File: src/rtl/edo_ctrl_pkg.sv
package edo_ctrl_pkg;
    localparam int CLK_MHZ = 10;
    localparam int STARTUP_US = 200;
    localparam int STARTUP_CYC = STARTUP_US * CLK_MHZ;
    localparam int INIT_CYCLES = 8;
    localparam int ROWS = 2048;
    localparam int REF_PERIOD_MS = 32;
    localparam int REF_INTERVAL_CYC = (REF_PERIOD_MS * 1000 * CLK_MHZ) / ROWS;
    localparam int TEST_EXTRA_NS = 5;
    localparam int CLK_NS = 1000 / CLK_MHZ;
    localparam int EXTRA_CYC = (TEST_EXTRA_NS + CLK_NS - 1) / CLK_NS;
    localparam int ROW_W = 11;
    localparam int COL_W = 10;
    localparam int COL_TEST_BIT = 9;
    localparam int DATA_W = 8;
    typedef enum logic [1:0] {
        OP_READ = 2'b00,
        OP_WRITE = 2'b01,
        OP_RMW = 2'b10,
        OP_TEST = 2'b11
    } op_e;
endpackage

File: src/rtl/edo_dram_cycle_control.sv
`timescale 1ns/10ps
module edo_dram_cycle_control
    import edo_ctrl_pkg::*;
#(
    parameter int STARTUP_COUNT = STARTUP_CYC,
    parameter int REFRESH_COUNT = REF_INTERVAL_CYC
) (
    // clock and reset
    input wire logic sys_clk,
    input wire logic rst,
    // user request
    input wire logic req_valid,
    input wire logic [1:0] req_op,
    input wire logic [ROW_W-1:0] req_row,
    input wire logic [COL_W-1:0] req_col,
    input wire logic [DATA_W-1:0] req_wdata,
    output logic req_ready,
    output logic rsp_valid,
    output logic [DATA_W-1:0] rsp_rdata,
    output logic init_done,
    output logic test_active,
    // memory pins, strobes active low
    output logic ras_n,
    output logic cas_n,
    output logic we_n,
    output logic oe_n,
    output logic [ROW_W-1:0] addr,
    input wire logic [DATA_W-1:0] data_pins_i,
    output logic [DATA_W-1:0] data_pins_o,
    output logic data_pins_oe
);
    // ==========================================================
    // sequencer states
    typedef enum logic [3:0] {
        S_POWER = 4'b0000,
        S_IDLE = 4'b0001,
        S_ROW = 4'b0010,
        S_COL = 4'b0011,
        S_SAMPLE = 4'b0100,
        S_WLATE = 4'b0101,
        S_END = 4'b0110,
        S_PRE = 4'b0111,
        S_REF_CAS = 4'b1000,
        S_REF_RAS = 4'b1001,
        S_REF_END = 4'b1010,
        S_TEST_GO = 4'b1011
    } state_e;

    state_e state;
    logic [$clog2(STARTUP_COUNT+1)-1:0] start_cnt;
    logic [$clog2(REFRESH_COUNT+1)-1:0] ref_cnt;
    logic ref_due;
    logic [3:0] init_cnt;
    logic [1:0] wait_cnt;
    op_e op;
    logic [COL_W-1:0] col;
    logic [DATA_W-1:0] wdata;
    logic enter_test;

    // ==========================================================
    // refresh interval timer; a pending refresh wins over requests not yet granted
    always_ff @(posedge sys_clk or posedge rst) begin
        if (rst) begin
            ref_cnt <= '0;
            ref_due <= 1'b0;
        end else begin
            if (ref_cnt == ($bits(ref_cnt))'(REFRESH_COUNT - 1)) begin
                ref_cnt <= '0;
                ref_due <= 1'b1;
            end else begin
                ref_cnt <= ref_cnt + 1'b1;
                if (state == S_REF_END) begin
                    ref_due <= 1'b0;
                end
            end
        end
    end

    // ==========================================================
    // main sequencer, one strobe phase per 100 ns cycle
    always_ff @(posedge sys_clk or posedge rst) begin
        if (rst) begin
            state <= S_POWER;
            start_cnt <= '0;
            init_cnt <= '0;
            init_done <= 1'b0;
            test_active <= 1'b0;
            enter_test <= 1'b0;
            req_ready <= 1'b0;
            rsp_valid <= 1'b0;
            rsp_rdata <= 8'h00;
            ras_n <= 1'b1;
            cas_n <= 1'b1;
            we_n <= 1'b1;
            oe_n <= 1'b1;
            addr <= '0;
            data_pins_o <= 8'h00;
            data_pins_oe <= 1'b0;
            wait_cnt <= '0;
            op <= OP_READ;
            col <= '0;
            wdata <= 8'h00;
        end else begin
            rsp_valid <= 1'b0;
            req_ready <= 1'b0;
            case (state)
                S_POWER: begin
                    // strobes held high during the start-up delay
                    if (start_cnt == ($bits(start_cnt))'(STARTUP_COUNT - 1)) begin
                        state <= S_REF_CAS;
                    end else begin
                        start_cnt <= start_cnt + 1'b1;
                    end
                end
                S_IDLE: begin
                    // a granted request is taken before a due refresh, never dropped
                    if (req_valid && req_ready) begin
                        op <= op_e'(req_op);
                        col <= req_col;
                        wdata <= req_wdata;
                        addr <= req_row;
                        ras_n <= 1'b0;
                        state <= S_ROW;
                        if (op_e'(req_op) == OP_TEST && !test_active) begin
                            // test read needs mode entry first
                            enter_test <= 1'b1;
                            ras_n <= 1'b1;
                            state <= S_REF_CAS;
                        end
                    end else if (ref_due || (test_active && req_valid
                            && op_e'(req_op) != OP_TEST)) begin
                        enter_test <= 1'b0;
                        state <= S_REF_CAS;
                    end else if (req_valid) begin
                        req_ready <= 1'b1;
                    end
                end
                S_TEST_GO: begin
                    // one cycle of row precharge after the entry refresh
                    ras_n <= 1'b0;
                    state <= S_ROW;
                end
                S_ROW: begin
                    addr <= ROW_W'(col);
                    if (op == OP_TEST) begin
                        addr[COL_TEST_BIT] <= 1'b0;
                    end
                    cas_n <= 1'b0;
                    if (op == OP_WRITE) begin
                        we_n <= 1'b0;
                        data_pins_o <= wdata;
                        data_pins_oe <= 1'b1;
                    end else begin
                        oe_n <= 1'b0;
                    end
                    wait_cnt <= (op == OP_TEST) ? 2'(EXTRA_CYC) : 2'b00;
                    state <= S_COL;
                end
                S_COL: begin
                    if (wait_cnt != 2'b00) begin
                        wait_cnt <= wait_cnt - 1'b1;
                    end else begin
                        state <= S_SAMPLE;
                    end
                end
                S_SAMPLE: begin
                    if (op == OP_WRITE) begin
                        state <= S_END;
                    end else begin
                        rsp_rdata <= data_pins_i;
                        rsp_valid <= 1'b1;
                        if (op == OP_RMW) begin
                            // late write: output off, then drive data
                            oe_n <= 1'b1;
                            data_pins_o <= wdata;
                            state <= S_WLATE;
                        end else begin
                            state <= S_END;
                        end
                    end
                end
                S_WLATE: begin
                    data_pins_oe <= 1'b1;
                    we_n <= 1'b0;
                    state <= S_END;
                end
                S_END: begin
                    // write strobe kept high in reads until strobes rise
                    cas_n <= 1'b1;
                    ras_n <= 1'b1;
                    oe_n <= 1'b1;
                    state <= S_PRE;
                end
                S_PRE: begin
                    we_n <= 1'b1;
                    data_pins_oe <= 1'b0;
                    state <= S_IDLE;
                end
                S_REF_CAS: begin
                    cas_n <= 1'b0;
                    we_n <= ~enter_test;
                    state <= S_REF_RAS;
                end
                S_REF_RAS: begin
                    ras_n <= 1'b0;
                    test_active <= enter_test;
                    state <= S_REF_END;
                end
                S_REF_END: begin
                    ras_n <= 1'b1;
                    cas_n <= 1'b1;
                    we_n <= 1'b1;
                    enter_test <= 1'b0;
                    if (!init_done) begin
                        init_cnt <= init_cnt + 1'b1;
                        if (init_cnt == 4'(INIT_CYCLES - 1)) begin
                            init_done <= 1'b1;
                        end
                    end
                    // entry refresh goes on to the pending test read
                    state <= enter_test ? S_TEST_GO
                        : ((init_done || init_cnt == 4'(INIT_CYCLES - 1)) ? S_IDLE
                        : S_REF_CAS);
                end
                default: begin
                    state <= S_IDLE;
                end
            endcase
        end
    end

    // ==========================================================
    // checks
    a_init_before_use: assert property (@(posedge sys_clk) disable iff (rst)
        (state == S_ROW) |-> init_done)
        else $error("access before init");
    a_early_write_pins: assert property (@(posedge sys_clk) disable iff (rst)
        $fell(cas_n) && state == S_COL && op == OP_WRITE |-> !we_n && data_pins_oe)
        else $error("early write not set up");
    a_read_we_high: assert property (@(posedge sys_clk) disable iff (rst)
        state inside {S_COL, S_SAMPLE, S_END} && (op == OP_READ || op == OP_TEST)
        |-> we_n)
        else $error("we low in read");
    a_strobes_release: assert property (@(posedge sys_clk) disable iff (rst)
        state == S_END |=> ras_n && cas_n)
        else $error("strobes not released together");
    a_test_entry: assert property (@(posedge sys_clk) disable iff (rst)
        state == S_REF_RAS && enter_test |=> test_active)
        else $error("test entry missed");
    a_test_exit: assert property (@(posedge sys_clk) disable iff (rst)
        state == S_REF_RAS && !enter_test |=> !test_active)
        else $error("test exit missed");
    a_rmw_order: assert property (@(posedge sys_clk) disable iff (rst)
        state == S_SAMPLE && op == OP_RMW |=> we_n ##1 !we_n)
        else $error("rmw write not late");
    a_no_test_normal: assert property (@(posedge sys_clk) disable iff (rst)
        state == S_ROW && op != OP_TEST |-> !test_active)
        else $error("normal access in test mode");
    c_write: cover property (@(posedge sys_clk) state == S_SAMPLE && op == OP_WRITE);
    c_rmw: cover property (@(posedge sys_clk) state == S_WLATE);
    c_test_read: cover property (@(posedge sys_clk) rsp_valid && test_active);
    c_refresh: cover property (@(posedge sys_clk) init_done && state == S_REF_RAS);
endmodule

File: config.mk
export PLATFORM = sky130hd
export DESIGN_NAME = edo_dram_cycle_control
export DESIGN_NICKNAME = d
export VERILOG_FILES = /design/src/rtl/edo_ctrl_pkg.sv /design/src/rtl/edo_dram_cycle_control.sv
export SDC_FILE = /design/constraint.sdc
export NUM_CORES = 1
export LEC_CHECK = 0
export ABC_CLOCK_PERIOD_IN_PS = 2700
export BUFFER_PORTS_ARGS = -buffer_cell sky130_fd_sc_hd__buf_4
export CAP_MARGIN = 20
export CELL_PAD_IN_SITES_DETAIL_PLACEMENT = 1
export CELL_PAD_IN_SITES_GLOBAL_PLACEMENT = 2
export CORE_MARGIN = 10
export CORE_UTILIZATION = 36
export CTS_BUF_LIST = sky130_fd_sc_hd__clkbuf_8 sky130_fd_sc_hd__clkbuf_16
export DETAILED_ROUTE_END_ITERATION = 10
export PLACE_DENSITY_LB_ADDON = 0.1
export SLEW_MARGIN = 20
export SYNTH_ARGS = -nofsm -noshare
export SYNTH_HDL_FRONTEND = slang
export SYNTH_SLANG_ARGS = --single-unit
File: constraint.sdc
create_clock -name sys_clk -period 2.7 [get_ports sys_clk]
set_input_delay 0.27 -clock sys_clk [delete_from_list [all_inputs] [get_ports sys_clk]]
set_output_delay 0.27 -clock sys_clk [all_outputs]
set_load 0.05 [all_outputs]
==> impl_results.rst, run 1 <==
.. list-table::
   :header-rows: 1

   * - Metric
     - Value
   * - Result of the run
     - finished clean
   * - Worst R2R Path Depth
     - 4
   * - Part of the total power dissipated in the clock network
     - between 10% and 20%
   * - Detailed-route vias per instance
     - 5.10
   * - Power per standard cell area
     - ~1200 nW/um^2
   * - Final design utilization
     - roughly 45%
   * - Adder-cell share of the synthesized area
     - ~1.2%
   * - Sequential area share after synthesis
     - 54.1%
   * - Largest family of logic cells by synthesized area
     - simple AND/OR/NAND/NOR gates
   * - Antenna diode instance count
     - 0
   * - Clock root buffer
     - clkbuf_8
   * - Count of nets left with antenna violations after detail routing
     - 0
   * - Measured slew at the worst slew-check pin
     - around 710 ps
   * - Cell Rows
     - 38
   * - Int Power
     - between 0.003 and 0.004 W
   * - Type of element capturing the critical path
     - flip-flop
   * - Net count after synthesis
     - approximately 390
   * - Wire per inst
     - 17.7 um
   * - Finished layout cell area
     - about 4900 sq um
   * - RSZ-0062 raised after global routing
     - false
   * - Mean cell area of the mapped netlist
     - about 12 sq um
   * - Cells on Worst Hold Path
     - 3
   * - Post-route fraction of the period consumed by the critical path
     - 78.3%
   * - Warning count from the yosys run
     - 0
   * - Starting density of the core
     - between 30% and 40%
   * - Maximum vdd ir drop
     - around 0.6 mV
   * - Total count of max-transition violations in the final report
     - 0
   * - Most area-consuming cells after synthesis
     - dfrtp_1 52%, mux2_2 9.2%, mux2_4 3.0%, dfstp_2 2.6%, a22o_1 2.4%
   * - Clock transition at the registers of the reported paths
     - roughly 80 ps
   * - Count of flip-flops with a built-in enable after synthesis
     - 0
   * - Clock buffer count from CTS
     - 9
   * - Final count of hold timing violations
     - 0
   * - Die area
     - around 16000 sq um
   * - Final Net Count
     - between 400 and 500
   * - Xor/xnor cell area share of the yosys netlist
     - under 10%
   * - Max H-tree Level
     - 3
   * - Worst path required time
     - around 2900 ps
   * - Core Box Area
     - 10900 sq um
   * - Skew-Pair Late Insertion Delay
     - roughly 360 ps
   * - Initial detailed-routing violation count
     - between 200 and 250
   * - Worst min path class
     - input port to flip-flop
   * - Crit path time final
     - about 2100 ps
   * - Initial antenna violation count
     - 0
   * - Power Total
     - 0.00585 W
   * - Switching power
     - around 0.0026 W
   * - Complex-gate fraction of the synthesized area
     - 11.5%
   * - Global placer's final weighted congestion
     - 0.793
   * - TritonCTS clock tree
     - built
   * - Global-route wire length before repair
     - between 15000 and 20000 um
   * - Pleak
     - between 2 and 2.5 nW
   * - Non-filler cells, final
     - 564
   * - Number of remaining DRC errors
     - 0
   * - Global-route congestion overflow total
     - 0
   * - Distinct cell type count of the synthesized netlist
     - 52
   * - Pin count of the biggest net entering global routing
     - 55
   * - Floorplan die width
     - 126 um
   * - Most used cells in the layout excluding fill and tap cells
     - 84 x buf_4, 83 x dfrtp_1, 33 x mux2_2, 22 x nand2_1, 18 x nor2_1
   * - Final setup violation count
     - 0
   * - Setup_tns
     - 0 ps
   * - Most frequent standard cell in the layout excluding fill and tap cells
     - buf_4
   * - Area post-placement
     - ~4800 sq um
   * - DP Wirelength
     - roughly 7400 um
   * - Number of register bits inferred by synthesis
     - 87
   * - Overall Global Routing Usage
     - between 10% and 20%
   * - Top flip-flop cell by instance count after synthesis
     - dfrtp_1
   * - Worst Skew
     - 6.04 ps
   * - Number of buffers added for setup after CTS
     - 0
   * - Number of instances in the synthesized netlist
     - roughly 340
   * - Seq pwr share
     - between 30% and 40%
   * - Maximum buffer depth of the clock tree
     - 2
   * - Largest area contributor in the netlist
     - dfrtp_1
   * - Buffers on Ports
     - 77
   * - Total via count in the routed design
     - around 2900
   * - DRT Wirelength
     - 10000 um
   * - Cell Count Post-Placement
     - between 500 and 600
   * - Area delta synth->final
     - 22.6%
   * - Die Span Y
     - roughly 130 um
   * - Number of sinks handled by clock tree synthesis
     - 87
   * - Area fraction of the dominant cell type after synthesis
     - slightly above 50%
   * - Ys async rst share
     - 100%
   * - Mux share of post-synthesis cell area
     - between 10% and 20%
   * - Worst-case headroom to the max-slew limit
     - 52.5%
   * - Number of filler cells placed in the layout
     - ~1200
   * - Critical setup path kind
     - flip-flop to flip-flop
   * - Maximum net fanout on the critical path
     - 30
   * - Area share of and/or/nand/nor cells after synthesis
     - around 14%
   * - Logic pwr share
     - between 40% and 50%
   * - Vias in the first global route
     - just over 3000
   * - Minimum setup slack among reg-to-reg paths
     - a little under 600 ps
   * - Nature of the critical path startpoint
     - flip-flop
   * - Arrival @ worst endpoint
     - around 2400 ps
   * - FMAX
     - roughly 470 MHz
   * - First-pass DRT Iterations
     - 4
   * - Max Cap Violations
     - 0
   * - Fraction of layout instances using a drive strength above 1
     - roughly a third
   * - Switching share of power
     - between 40 and 50%
   * - Post-synthesis cell area
     - around 4000 sq um
   * - Number of ports placed on the die boundary
     - 78
critical path, cell delays in order, from the launching register on:
cell     delay, ps
dfrtp_1        720
nor4b_4        390
and2_1         300
buf_12         230
mux2_2         360
state kept, by name (all words and copies together) (netlist names), 2 cells and up:
register,flops
start_cnt,11
wait_cnt,2
op,2
data_pins_o,8
state,4
rsp_rdata,8
addr,11
init_cnt,4
col,10
wdata,8
ref_cnt,8
path summary, 6_finish.rpt:
| kind | from | to |
|---|---|---|
| max | state[0] | col[2] |
| min | req_row[10] | addr[10] |
| max reg2reg | state[0] | col[2] |
| min reg2reg | ref_cnt[0] | ref_cnt[0] |
| max in group asynchronous | rst | we_n |
| min in group asynchronous | rst | data_pins_o[2] |
cell families (layout without fill, tap and decap cells):
family,Yosys count,count (layout)
buffers and inverters,25,110
AOI/OAI and AO/OA,66,66
muxes,43,43
adders and majority gates,4,4
xor gates and xnor gates,15,15
and+or+nand+nor,99,99
DFF,87,87
through the flow:
step,worst slack [ps],hold slack (ps)
floorplan,186,387
global placement,654,374
detailed placement,604,372
CTS,587,124
global route,440,126
finish,585,131
cells in the mapped netlist (all sizes together), types with 6 or more instances:
master	count
nand2	22
dfrtp	83
o21ai	11
mux2	41
a22o	11
xnor2	10
clkbuf	6
nand4	7
a21o	12
nor2	18
buf	12
nand3	7
inv	7
a21oi	12
nand2b	9
cell type report:
cell class / count / area [sq um] / area share, %
Clock buffer: 9 / 124 / 2.51
Multi-Input combinational cell: 227 / 1720 / 34.8
Clock inverter: 7 / 33.8 / 0.684
Tap cell: 140 / 175 / 3.54
Timing Repair Buffer: 87 / 681 / 13.8
Sequential cell: 87 / 2180 / 44.2
Inverter: 7 / 27.5 / 0.557
per-layer routing:
metal | part of all wire (%) | track usage (%) | up-vias
met5 | 0 | 0 | -
met4 | 1.3 | 4.22 | 0
met3 | 4.6 | 3.36 | 14
met2 | 47 | 19.7 | 57
met1 | 47 | 16.2 | 1428
li1 | - | - | 1376
power by group through the flow:
stage	logic [W]	registers (W)	clock network [W]
global route	0.00303	0.00236	0.000869
detailed placement	0.00284	0.00231	0
finish	0.00280	0.00228	0.000778
floorplan	0.00128	0.00297	0
global placement	0.00279	0.00228	0
CTS	0.00285	0.00228	0.000816
what timing repair did:
action,in CTS,in global routing
gates resized for setup,0,0
endpoints found under the setup margin,0,0
hold buffers,1,0
hold endpoints to repair,33,0
Note: power is estimated with default switching activity, not from simulation.
==> run 2, diff against run 1 <==
Settings changed: ABC_CLOCK_PERIOD_IN_PS 2700 to 2000.
Clock period 2.7 ns to 2 ns, I/O delays scaled along.
==> run 2 against run 1 <==
Net effect:
- cell area increased by 3.8%
- first-iteration DRC count down 43%
- non-clock buffer count up 13
- global-route usage increased by 0.30 points
- sequential power increased by 32%
- sequential share of layout area down 1.6 points
- sequential cell count is the same
- die area unchanged
- worst setup slack worse by 410 ps
- largest power group unchanged
==> impl_results.rst, run 2 (same netlist as run 1, synthesis figures left out) <==
.. list-table::
   :header-rows: 1

   * - Metric
     - Value
   * - Int Power
     - around 0.0048 W
   * - Switching power
     - about 0.0036 W
   * - Registers with the most flip-flops
     - addr (11), start_cnt (11), col (10)
   * - Clock buffer count from CTS
     - 9
   * - Power per standard cell area
     - 1640 nW/um^2
   * - DRT Wirelength
     - around 10000 um
   * - Count of nets left with antenna violations after detail routing
     - 0
   * - Area occupied by multi-input gates
     - between 1500 and 2000 sq um
   * - End of the worst register-to-register path
     - data_pins_o[3]
   * - Global placer's final weighted congestion
     - roughly 0.75
   * - Maximum net fanout on the critical path
     - 8
   * - Worst min path class
     - input port to flip-flop
   * - Vias in the first global route
     - ~3200
   * - Core Box Area
     - between 10000 and 15000 sq um
   * - Critical setup path kind
     - flip-flop to flip-flop
   * - Most frequent standard cell in the layout excluding fill and tap cells
     - buf_4
   * - Slowest cell on the critical path
     - or3_1
   * - Maximum buffer depth of the clock tree
     - 2
   * - Part of the total power dissipated in the clock network
     - roughly 16%
   * - Final Net Count
     - 478
   * - Highest routing layer actually used
     - met4
   * - Global-route congestion overflow total
     - 0
   * - Buffers on Ports
     - between 70 and 80
   * - Die Span Y
     - 126 um
   * - DP Wirelength
     - around 7800 um
   * - Number of filler cells placed in the layout
     - ~1200
   * - Initial detailed-routing violation count
     - about 130
   * - Area delta synth->final
     - 27.3%
   * - Met3 wire length
     - between 400 and 500 um
   * - Number of ports placed on the die boundary
     - 78
   * - Met2 routed wirelength
     - between 4000 and 5000 um
   * - Antenna diode instance count
     - 0
   * - Max Cap Violations
     - 0
   * - TritonCTS clock tree
     - built
   * - Global-route wire length before repair
     - ~17000 um
   * - Post-route fraction of the period consumed by the critical path
     - roughly 90%
   * - Total count of max-transition violations in the final report
     - 0
   * - Crit path time final
     - 1820 ps
   * - Floorplan die width
     - 126 um
   * - Arrival @ worst endpoint
     - 2080 ps
   * - Final setup violation count
     - 0
   * - Skew-Pair Late Insertion Delay
     - about 360 ps
   * - Pin count of the biggest net entering global routing
     - 35
   * - Worst-case headroom to the max-slew limit
     - about three fifths
   * - Nature of the critical path startpoint
     - flip-flop
   * - Minimum setup slack among reg-to-reg paths
     - roughly 180 ps
   * - Result of the run
     - finished clean
   * - Slowest Stage Delay on Critical Path
     - between 400 and 500 ps
   * - Clock root buffer
     - clkbuf_8
   * - Hold Slack
     - 46.1 ps
   * - Worst path required time
     - about 2300 ps
   * - Seq pwr share
     - 35.7%
   * - Final worst-path setup slack
     - 177 ps
   * - Number of sinks handled by clock tree synthesis
     - between 80 and 90
   * - Max H-tree Level
     - 3
   * - Setup_tns
     - 0 ps
   * - RSZ-0062 raised after global routing
     - false
   * - Crit path buffers/inverters
     - 0
   * - Wire per inst
     - around 18 um
   * - Clock transition at the registers of the reported paths
     - approximately 90 ps
   * - Worst setup path end
     - data_pins_o[3]
   * - Final count of hold timing violations
     - 0
   * - Starting density of the core
     - around 37%
   * - Type of element capturing the critical path
     - flip-flop
   * - Launching instance or port of the critical path
     - state[1]
   * - Switching share of power
     - 42.4%
   * - FMAX
     - 549 MHz
   * - Routed length on met1
     - between 4000 and 5000 um
   * - Cell Rows
     - 38
   * - Power Total
     - roughly 0.0084 W
   * - Logic pwr share
     - 48.2%
   * - Maximum vdd ir drop
     - between 0.8 and 0.9 mV
   * - Sequential cell area
     - 2180 sq um
   * - Detailed-route vias per instance
     - 5.07
   * - Overall Global Routing Usage
     - 12.8%
   * - Most used cells in the layout excluding fill and tap cells
     - 95 x buf_4, 83 x dfrtp_1, 33 x mux2_2, 22 x nand2_1, 18 x nor2_1
   * - Initial antenna violation count
     - 0
   * - Number of remaining DRC errors
     - 0
   * - Logic depth of the worst setup path including buffers
     - 4
   * - First-pass DRT Iterations
     - 4
   * - Final design utilization
     - ~47%
   * - Fraction of layout instances using a drive strength above 1
     - about 38%
   * - Total via count in the routed design
     - 2923
   * - Dpl ws
     - 170 ps
   * - Measured slew at the worst slew-check pin
     - between 500 and 600 ps
   * - Worst Skew
     - between 6 and 7 ps
   * - Critical path's top delay family
     - simple AND/OR/NAND/NOR gates
   * - Worst R2R Path Depth
     - 4
   * - Worst R2R Start
     - state[1]
   * - Cells along the critical path
     - nor4bb_1 -> a31oi_1 -> or3_1 -> mux2_2
   * - Die area
     - about 16000 sq um
   * - Pleak
     - ~2.5 nW
==> run 2: worst min-delay path by stage <==
stage / startpoint / end / slack (ps) / cells after the start
global route: req_row[10] / addr[10] / 40 / 3
detailed placement: rst / wdata[2] / 300 / 2
floorplan: req_row[10] / addr[10] / 320 / 2
CTS: req_row[10] / addr[10] / 40 / 3
finish: req_row[10] / addr[10] / 50 / 3
global placement: rst / data_pins_o[2] / 310 / 2
==> run 2: worst register-to-register path, delay by kind of cell (launching register included) <==
kind	cells	cell delay, ps
DFF	1	460
AOI/OAI and AO/OA	1	60
muxes	1	340
and+or+nand+nor	2	850
==> run 2: through the flow <==
stage | area [sq um] | std cells
global route | 5130 | 577
global placement | 4900 | 560
floorplan | 4030 | 339
detailed placement | 4900 | 560
finish | 5130 | 577
CTS | 5130 | 577
==> run 2: layout make-up <==
| cell class | instances | area share (%) |
|---|---|---|
| multi-input cells | 227 | 33.5 |
| clock buffers | 9 | 2.42 |
| well taps | 140 | 3.42 |
| inverters | 7 | 0.586 |
| flip-flops and latches | 87 | 42.5 |
| repair buffers | 100 | 15.7 |
| clock inverters | 7 | 1.85 |
==> run 2: layer usage <==
metal,global-route usage (%),vias to the layer above
li1,-,1404
met1,16.3,1453
met2,20.8,56
met3,3.86,10
met4,3.01,0
met5,0,-
==> run 2: what timing repair did <==
item / CTS / global route
setup buffers: 0 / 0
resized for setup: 0 / 0
endpoints found under the hold margin: 19 / 0
hold buffers: 1 / 0
==> run 2: power by group through the flow <==
stage	clock network, W	logic, W	registers, W
floorplan	0	0.00173	0.00401
global placement	0	0.00402	0.00302
detailed placement	0	0.00410	0.00305
CTS	0.00141	0.00412	0.00302
global route	0.00150	0.00436	0.00312
finish	0.00136	0.00406	0.00301
